<file path="config.mk">
export PLATFORM = sky130hd
export DESIGN_NAME = ipb_prio_regs
export DESIGN_NICKNAME = d
export VERILOG_FILES = /design/src/ipb_pkg.sv /design/src/ipb_level_if.sv /design/src/ipb_src_gate.sv /design/src/ipb_prio_regs.sv
export SDC_FILE = /design/constraint.sdc
export NUM_CORES = 1
export LEC_CHECK = 0
export BUFFER_PORTS_ARGS = -buffer_cell sky130_fd_sc_hd__buf_2
export CORE_MARGIN = 3
export CORE_UTILIZATION = 50
export CTS_CLUSTER_SIZE = 8
export DETAILED_ROUTE_END_ITERATION = 7
export PLACE_DENSITY = 0.77
export SYNTH_ARGS = -nofsm -noshare
export SYNTH_HDL_FRONTEND = slang
export SYNTH_HIERARCHICAL = 1
export SYNTH_SLANG_ARGS = --single-unit
export TNS_END_PERCENT = 30
</file>
<file path="constraint.sdc">
create_clock -name core_clk -period 4.3 [get_ports core_clk]
set_input_delay 0.86 -clock core_clk [delete_from_list [all_inputs] [get_ports core_clk]]
set_output_delay 0.86 -clock core_clk [all_outputs]
set_load 0.005 [all_outputs]
</file>
<file path="src/ipb_pkg.sv">
// Purpose: Shared constants and types for the priority level register bank
// Assumes: 32-bit AXI4-Lite data, one 16-bit register per aligned word
// Notes: Source numbering below is the order of the level outputs
`default_nettype none
package ipb_pkg;
    // Register map, byte addresses
    localparam int unsigned REG_COUNT = 6;
    localparam logic [7:0] OFS_TIMER6_DMA4_OC8 = 8'h00;
    localparam logic [7:0] OFS_TIMER8_I2C2_TIMER7 = 8'h04;
    localparam logic [7:0] OFS_CAN2RX_EXTINT_TIMER9 = 8'h08;
    localparam logic [7:0] OFS_ENCODER_PWM_CAN2 = 8'h0c;
    localparam logic [7:0] OFS_FAULTA_DMA5 = 8'h10;
    localparam logic [7:0] OFS_UART_ERRORS_FAULTB = 8'h14;
    localparam int unsigned WORD_LSB = 2;
    localparam int unsigned REG_WIDTH = 16;
    localparam int unsigned LEVEL_WIDTH = 3;
    // Bits that hold a level field; all others are unimplemented
    localparam logic [15:0] REG_MASK [0:5] = '{
        16'h7707, 16'h7777, 16'h7777, 16'h0777, 16'h7070, 16'h0777};
    // Every field starts at level four
    localparam logic [2:0] LEVEL_RESET = 3'h4;
    localparam logic [2:0] LEVEL_OFF = 3'h0;
    localparam logic [15:0] REG_RESET [0:5] = '{
        16'h4404, 16'h4444, 16'h4444, 16'h0444, 16'h4040, 16'h0444};
    // Sources: register index and field lsb
    localparam int unsigned SRC_COUNT = 19;
    // 0 timer6, 1 dma_ch4_done, 2 compare8, 3 timer8, 4 i2c2_master,
    // 5 i2c2_slave, 6 timer7, 7 can2_receive, 8 ext_irq4, 9 ext_irq3,
    // 10 timer9, 11 encoder, 12 motor_pwm, 13 can2_event, 14 fault_a,
    // 15 dma_ch5_done, 16 uart2_error, 17 uart1_error, 18 fault_b
    localparam int unsigned SRC_REG [0:18] = '{
        0, 0, 0, 1, 1, 1, 1, 2, 2, 2, 2, 3, 3, 3, 4, 4, 5, 5, 5};
    localparam int unsigned SRC_LSB [0:18] = '{
        12, 8, 0, 12, 8, 4, 0, 12, 8, 4, 0, 8, 4, 0, 12, 4, 8, 4, 0};
    // AXI responses
    localparam logic [1:0] RESP_OKAY = 2'h0;
    localparam logic [1:0] RESP_DECERR = 2'h3;
    typedef enum logic [1:0] {
        WR_IDLE = 2'b01,
        WR_RESP = 2'b10
    } ipb_wr_state_type;
    typedef enum logic [1:0] {
        RD_IDLE = 2'b01,
        RD_DATA = 2'b10
    } ipb_rd_state_type;
endpackage
`default_nettype wire

</file>
<file path="src/ipb_level_if.sv">
// Purpose: Carries levels and requests between register bank and gate
// Assumes: Single clock domain, no timing of its own
// Notes: Levels are straight register bits
`default_nettype none
interface ipb_level_if #(
    parameter int unsigned N = 19
);
    logic [2:0] level [0:N-1];
    logic [N-1:0] req;
    logic [N-1:0] fwd;
    modport bank (output level, output req, input fwd);
    modport gate (input level, input req, output fwd);
endinterface
`default_nettype wire

</file>
<file path="src/ipb_src_gate.sv">
// Purpose: Forwards a source request only when its level is nonzero
// Assumes: Requests come from logic on core_clk, no synchroniser needed
// Notes: Purely combinational so no latency is added past the registers
`default_nettype none
module ipb_src_gate #(
    parameter int unsigned N = 19
) (
    input wire logic core_clk,
    input wire logic srst,
    ipb_level_if.gate lvl
);
    logic [N-1:0] levelOn;

    // Level zero means the source is off and never reaches arbitration
    always_comb begin
        for (int s = 0; s < N; s++) begin
            levelOn[s] = (lvl.level[s] != ipb_pkg::LEVEL_OFF); // RULE2
        end
    end
    assign lvl.fwd = lvl.req & levelOn; // RULE2 RULE12
endmodule
`default_nettype wire

</file>
<file path="src/ipb_prio_regs.sv">
// Purpose: Bank of six priority level registers behind an AXI4-Lite slave
// Assumes: Requests and bus on core_clk (200 MHz), srst synchronous high
// Notes: Levels leave straight from the register flops
//
// Function
// RULE1: Each 3-bit field is the source level itself, 001 lowest and 111 highest.
// RULE2: A field of zero switches its source off so its request never goes on.
// RULE3: Bits holding no field ignore writes and read back as zero.
// RULE4: Every field bit can be written and read back by software.
// RULE5: Reset loads every field with level four.
// RULE6: Register 0 holds timer6 at 14-12, dma_ch4_done at 10-8, compare8 at 2-0.
// RULE7: Register 1 holds timer8 at 14-12, i2c2 master 10-8, slave 6-4, timer7 2-0.
// RULE8: Register 2 holds can2 receive 14-12, ext_irq4 10-8, ext_irq3 6-4, timer9 2-0.
// RULE9: Register 3 holds encoder at 10-8, motor pwm at 6-4, can2 event at 2-0.
// RULE10: Register 4 holds fault_a at 14-12 and dma_ch5_done at 6-4.
// RULE11: Register 5 holds uart2 error 10-8, uart1 error 6-4, fault_b 2-0.
// RULE12: Each level is shown to arbitration beside its request with no added delay.
//
// The implementer's own choices: the AXI4-Lite slave port and the register addresses.
`default_nettype none
module ipb_prio_regs #(
    parameter int unsigned ADDR_WIDTH = 8
) (
    input wire logic core_clk,
    input wire logic srst,
    input wire logic [ADDR_WIDTH-1:0] s_axi_awaddr,
    input wire logic s_axi_awvalid,
    output logic s_axi_awready,
    input wire logic [31:0] s_axi_wdata,
    input wire logic [3:0] s_axi_wstrb,
    input wire logic s_axi_wvalid,
    output logic s_axi_wready,
    output logic [1:0] s_axi_bresp,
    output logic s_axi_bvalid,
    input wire logic s_axi_bready,
    input wire logic [ADDR_WIDTH-1:0] s_axi_araddr,
    input wire logic s_axi_arvalid,
    output logic s_axi_arready,
    output logic [31:0] s_axi_rdata,
    output logic [1:0] s_axi_rresp,
    output logic s_axi_rvalid,
    input wire logic s_axi_rready,
    input wire logic [ipb_pkg::SRC_COUNT-1:0] srcReq,
    output logic [ipb_pkg::SRC_COUNT-1:0] fwdReq,
    output logic [3*ipb_pkg::SRC_COUNT-1:0] srcLevel
);
    localparam int unsigned NSRC = ipb_pkg::SRC_COUNT;

    // The map needs byte addresses up to 0x14
    if (ADDR_WIDTH < 5 || ADDR_WIDTH > 32) begin : g_bad_addr
        $error("ADDR_WIDTH must lie between 5 and 32");
    end

    // Word decode shared by the read and write paths
    function automatic logic addrHit(input logic [ADDR_WIDTH-1:0] addr);
        logic [ADDR_WIDTH-1:0] word;
        word = addr >> ipb_pkg::WORD_LSB;
        return word < ADDR_WIDTH'(ipb_pkg::REG_COUNT);
    endfunction

    function automatic logic [2:0] addrIndex(input logic [ADDR_WIDTH-1:0] addr);
        logic [ADDR_WIDTH-1:0] word;
        word = addr >> ipb_pkg::WORD_LSB;
        return word[2:0];
    endfunction

    // Byte enables of the two low lanes; upper lanes hold nothing
    function automatic logic [15:0] laneMask(input logic [3:0] strb);
        return {{8{strb[1]}}, {8{strb[0]}}};
    endfunction

    logic [15:0] regFile_ff [0:ipb_pkg::REG_COUNT-1];
    ipb_pkg::ipb_wr_state_type wrState_ff;
    ipb_pkg::ipb_rd_state_type rdState_ff;
    logic awHeld_ff;
    logic [ADDR_WIDTH-1:0] awAddr_ff;
    logic wHeld_ff;
    logic [31:0] wData_ff;
    logic [3:0] wStrb_ff;
    logic [1:0] bresp_ff;
    logic [31:0] rdata_ff;
    logic [1:0] rresp_ff;
    logic awFire;
    logic wFire;
    logic arFire;
    logic wrCommit;
    logic [ADDR_WIDTH-1:0] wrAddr;
    logic [31:0] wrData;
    logic [3:0] wrStrb;
    logic wrHit;
    logic [2:0] wrIdx;
    logic [15:0] nxt_regWord;

    ipb_level_if #(.N(NSRC)) lvl ();

    // Channel handshakes; each address and data slot holds one item
    assign s_axi_awready = (wrState_ff == ipb_pkg::WR_IDLE) && !awHeld_ff;
    assign s_axi_wready = (wrState_ff == ipb_pkg::WR_IDLE) && !wHeld_ff;
    assign s_axi_arready = (rdState_ff == ipb_pkg::RD_IDLE);
    assign awFire = s_axi_awvalid && s_axi_awready;
    assign wFire = s_axi_wvalid && s_axi_wready;
    assign arFire = s_axi_arvalid && s_axi_arready;

    // Write goes ahead once both halves are in, whichever came first
    assign wrCommit = (wrState_ff == ipb_pkg::WR_IDLE)
        && (awHeld_ff || awFire) && (wHeld_ff || wFire);
    assign wrAddr = awHeld_ff ? awAddr_ff : s_axi_awaddr;
    assign wrData = wHeld_ff ? wData_ff : s_axi_wdata;
    assign wrStrb = wHeld_ff ? wStrb_ff : s_axi_wstrb;
    assign wrHit = addrHit(wrAddr);
    assign wrIdx = addrIndex(wrAddr);

    // Merge lanes, then drop unimplemented bits so they always read zero
    always_comb begin
        nxt_regWord = ((wrData[15:0] & laneMask(wrStrb))
            | (regFile_ff[wrIdx] & ~laneMask(wrStrb)))
            & ipb_pkg::REG_MASK[wrIdx]; // RULE3 RULE4
    end

    // Address half of a write waits here for its data
    always_ff @(posedge core_clk) begin
        if (srst) begin
            awHeld_ff <= 1'b0;
            awAddr_ff <= '0;
        end else if (wrCommit) begin
            awHeld_ff <= 1'b0;
        end else if (awFire) begin
            awHeld_ff <= 1'b1;
            awAddr_ff <= s_axi_awaddr;
        end
    end

    // Data half of a write waits here for its address
    always_ff @(posedge core_clk) begin
        if (srst) begin
            wHeld_ff <= 1'b0;
            wData_ff <= '0;
            wStrb_ff <= '0;
        end else if (wrCommit) begin
            wHeld_ff <= 1'b0;
        end else if (wFire) begin
            wHeld_ff <= 1'b1;
            wData_ff <= s_axi_wdata;
            wStrb_ff <= s_axi_wstrb;
        end
    end

    // Write response; unmapped words answer DECERR and change nothing
    always_ff @(posedge core_clk) begin
        if (srst) begin
            wrState_ff <= ipb_pkg::WR_IDLE;
            bresp_ff <= ipb_pkg::RESP_OKAY;
        end else begin
            case (wrState_ff)
                ipb_pkg::WR_IDLE: begin
                    if (wrCommit) begin
                        wrState_ff <= ipb_pkg::WR_RESP;
                        bresp_ff <= wrHit ? ipb_pkg::RESP_OKAY : ipb_pkg::RESP_DECERR;
                    end
                end
                ipb_pkg::WR_RESP: begin
                    if (s_axi_bready) begin
                        wrState_ff <= ipb_pkg::WR_IDLE;
                    end
                end
                default: begin
                    wrState_ff <= ipb_pkg::WR_IDLE;
                end
            endcase
        end
    end
    assign s_axi_bvalid = (wrState_ff == ipb_pkg::WR_RESP);
    assign s_axi_bresp = bresp_ff;

    // Priority storage; reset puts every field at the middle level
    always_ff @(posedge core_clk) begin
        if (srst) begin
            for (int r = 0; r < ipb_pkg::REG_COUNT; r++) begin
                regFile_ff[r] <= ipb_pkg::REG_RESET[r]; // RULE5
            end
        end else if (wrCommit && wrHit) begin
            regFile_ff[wrIdx] <= nxt_regWord; // RULE4
        end
    end

    // Read path; data is captured so it stays put while rvalid waits
    always_ff @(posedge core_clk) begin
        if (srst) begin
            rdState_ff <= ipb_pkg::RD_IDLE;
            rdata_ff <= '0;
            rresp_ff <= ipb_pkg::RESP_OKAY;
        end else begin
            case (rdState_ff)
                ipb_pkg::RD_IDLE: begin
                    if (arFire) begin
                        rdState_ff <= ipb_pkg::RD_DATA;
                        if (addrHit(s_axi_araddr)) begin
                            rdata_ff <= {16'h0000, regFile_ff[addrIndex(s_axi_araddr)]}; // RULE3
                            rresp_ff <= ipb_pkg::RESP_OKAY;
                        end else begin
                            rdata_ff <= 32'h0000_0000;
                            rresp_ff <= ipb_pkg::RESP_DECERR;
                        end
                    end
                end
                ipb_pkg::RD_DATA: begin
                    if (s_axi_rready) begin
                        rdState_ff <= ipb_pkg::RD_IDLE;
                    end
                end
                default: begin
                    rdState_ff <= ipb_pkg::RD_IDLE;
                end
            endcase
        end
    end
    assign s_axi_rvalid = (rdState_ff == ipb_pkg::RD_DATA);
    assign s_axi_rdata = rdata_ff;
    assign s_axi_rresp = rresp_ff;

    // Field extraction: the level code is used as is, no remapping
    for (genvar s = 0; s < NSRC; s++) begin : g_src
        assign lvl.level[s] = regFile_ff[ipb_pkg::SRC_REG[s]]
            [ipb_pkg::SRC_LSB[s] +: ipb_pkg::LEVEL_WIDTH]; // RULE1 RULE6 RULE7 RULE8 RULE9 RULE10 RULE11
        assign srcLevel[3*s +: 3] = lvl.level[s]; // RULE12
    end
    assign lvl.req = srcReq;
    assign fwdReq = lvl.fwd; // RULE12

    ipb_src_gate #(
        .N(NSRC)
    ) u_gate (
        .core_clk(core_clk),
        .srst(srst),
        .lvl(lvl)
    );

    // Expected word rebuilt lane by lane, so a broken merge cannot check itself
    logic [15:0] expWord;
    always_comb begin
        expWord = 16'h0000;
        if (wrIdx < 3'(ipb_pkg::REG_COUNT)) begin
            expWord[7:0] = wrStrb[0] ? wrData[7:0] : regFile_ff[wrIdx][7:0];
            expWord[15:8] = wrStrb[1] ? wrData[15:8] : regFile_ff[wrIdx][15:8];
            expWord = expWord & ipb_pkg::REG_MASK[wrIdx];
        end
    end
endmodule
`default_nettype wire

</file>
==> metrics.md <==
| Metric | Value |
|---|---|
| Status | `completed` |
| Count of cell types in the netlist | `58` |
| Synth Flop Type | `edfxtp_1` |
| Final hold violation count | `0` |
| Largest net degree at the start of global routing | `39` |
| CTS buffer count | `17` |
| Startpoint types | `register` |
| Largest area contributor in the netlist | `edfxtp_1` |
| Fmax | `about 300 MHz` |
| Clock skew | `a little under 0.01 ns` |
| RSZ-0062 raised after global routing | `no` |
| Final period utilization | `0.766` |
| Overall Power | `3310 µW` |
| Routed wire per std cell | `between 20 and 25 µm` |
| Crit Path Max Fanout | `15` |
| Global route overflow | `0` |
| Routed WL | `~21000 µm` |
| Routed Antenna Nets | `0` |
| Multi-input logic area | `a little under 3000 µm²` |
| # resized after CTS | `0` |
| Final Max Tran Viols | `0` |
| # diodes | `0` |
| Storage cell area | `between 3000 and 4000 µm²` |
| IO buf count | `148` |
| Post-route setup slack | `around 1 ns` |
| Pre-CTS WS | `between 0.7 and 0.8 ns` |
| Nets | `around 850` |
| Share of synthesized registers carrying an async set or reset | `0` |
| Clock Sinks | `127` |
| Clock latency on the worst-skew pair | `0.42 ns` |
| Number of synthesized register bits | `approximately 130` |
| Crit path time final | `roughly 3.3 ns` |
| Pwr per Cell Area | `slightly above 400 nW/µm²` |
| Syn_area_per_cell | `10.6 µm²` |
| Share of the synthesized area in the top cell type | `0.386` |
| Syn. warnings | `6` |
| Hold crit path type | `register to register` |
| CTS tree | `done` |
| Setup bufs post-CTS | `0` |
| Core Area | `about 13000 µm²` |
| Initial Util | `0.523` |
| Sequential share of the synthesized area | `0.505` |
| Post-synth EDFFs | `slightly below 90` |
| Global-route wire length before repair | `slightly above 30000 µm` |
| CTS Hold Bufs | `0` |
| Maximum buffer depth of the clock tree | `2` |
| Worst vdd ir | `between 0.0002 and 0.00025 V` |
| Number of fillers in the final layout | `roughly 1100` |
| Die height | `about 120 µm` |
| # IOs | `around 200` |
| Drt first pass iters | `6` |
| Setup TNS | `0 ns` |
| Via count | `about 5800` |
| Most common cell in the netlist | `edfxtp_1` |
| CTS H-tree depth | `4` |
| Number of vias per cell | `~6` |
| Remaining DRCs | `0` |
| Hpwl dp | `around 15000 µm` |
| Crit end category | `register` |
| Clk root buf | `clkbuf_16` |
| Reg clk slew, reported paths | `~0.050 ns` |
| Leak | `0.00327 µW` |
| Die width | `about 120 µm` |
| Synth top area cells | `edfxtp_1, dfxtp_1, mux2i_1` |
| Cell count after synthesis | `between 600 and 700` |
| WS Path Type | `register to register` |
| Post-Syn Area | `~6800 µm²` |
| Setup Viol. Count Final | `0` |
| Area delta synth->final | `18.0%` |
| Tightest Pin Transition | `1.13 ns` |
| Initial antenna violation count | `0` |
| Global Route Usage Sum | `0.280` |
| Max-Cap Viols | `0` |
| Placer Congestion | `approximately 1` |
| DR iter-0 viols | `a little over 700` |
| Synth cell count leaders | `edfxtp_1, nor2_1, buf_4, mux2i_1` |
| Die area | `about 15000 µm²` |
| Required time of the critical path | `approximately 4.4 ns` |
| Critical path arrival | `around 3.3 ns` |
| Row Count | `41` |
| Share of post-route cells with drive strength above 1 | `0.280` |
| Vias in the first global route | `approximately 5500` |
| Rel. slew slack | `0.246` |
## sequential cells by signal, summed over array words and instances, names as in the netlist
signal	flops
wrState_ff	2
wStrb_ff	2
s_axi_rdata	12
regFile_ff	87
awHeld_ff	1
rdState_ff	2
s_axi_rresp	1
s_axi_bresp	1
wHeld_ff	1
wData_ff	12
awAddr_ff	6
## stage by stage
stage	area (µm²)	std cells	hold WS, ns	utilization
after global placement	7390	922	0.470	0.572
after floorplan	6940	681	0.458	-
final	7980	954	0.495	0.617
after CTS	7980	954	0.495	0.617
after global routing	7980	954	0.517	0.617
after detailed placement	7390	922	0.480	0.572
## layout make-up
class | instances | share of cell area
sequential | 127 | 0.428
clock inverter | 7 | 0.0140
inverter | 8 | 0.00376
timing repair buffer | 157 | 0.101
multi-input combinational | 458 | 0.367
clock buffer | 25 | 0.0596
tap | 172 | 0.0270
## worst max-delay path: stages, from the launching register on
cell	delay [ns]
dfxtp_1	0.73
o221ai_1	0.40
nor4_4	0.71
nand2_1	0.46
nand2_1	0.62
## metal layers
layer / vias up / wire length (µm) / track usage
met4: 0 / 621 / 0.115
li1: 2546 / - / -
met1: 2788 / 8080 / 0.371
met3: 57 / 2570 / 0.0737
met2: 417 / 9620 / 0.437
met5: - / 0 / 0
## report_power, final
| group | switching (µW) | internal, µW |
|---|---|---|
| combinational | 293 | 172 |
| clock | 506 | 938 |
| sequential | 48.2 | 1350 |
| total | 847 | 2460 |
## layout by cell type (no fill, tap or decap), types with 9 or more instances in the layout
master     netlist  final
a32oi_1         11     11
buf_2            8    148
a21oi_1         21     21
nor2b_1         10     10
nor2_1          79     79
nand2_1         40     40
mux2i_1         55     54
nand2b_1        14     14
nor3_1          13     13
o21ai_0         23     23
edfxtp_1        87     87
conb_1           1     47
nor2_2          11     11
o22ai_1         17     17
buf_4           57      9
o31a_1          19     19
o221ai_1        16     16
mux2_2          10     10
dfxtp_1         40     40
clkbuf_16        0     17
## logic make-up (layout without fill, tap and decap cells)
| logic type | Yosys count | after routing | synth area share |
|---|---|---|---|
| and+or+nand+nor | 196 | 196 | 0.141 |
| other | 1 | 47 | 0.000555 |
| muxes | 67 | 67 | 0.103 |
| DFF | 127 | 127 | 0.505 |
| buffers and inverters | 96 | 197 | 0.0897 |
| AOI/OAI and AO/OA | 148 | 148 | 0.160 |
## path summary, 6_finish.rpt
| path | start | depth (start not counted) | to | slack [ns] |
|---|---|---|---|---|
| hold reg to reg | s_axi_rdata[14] | 2 | s_axi_rdata[14] | 0.49 |
| setup reg to reg | wHeld_ff | 4 | regFile_ff[0][13] | 1.00 |
| hold / removal | s_axi_rdata[14] | 2 | s_axi_rdata[14] | 0.49 |
| setup / recovery | wHeld_ff | 4 | regFile_ff[0][13] | 1.00 |
Note: power is estimated with default switching activity, not from simulation.
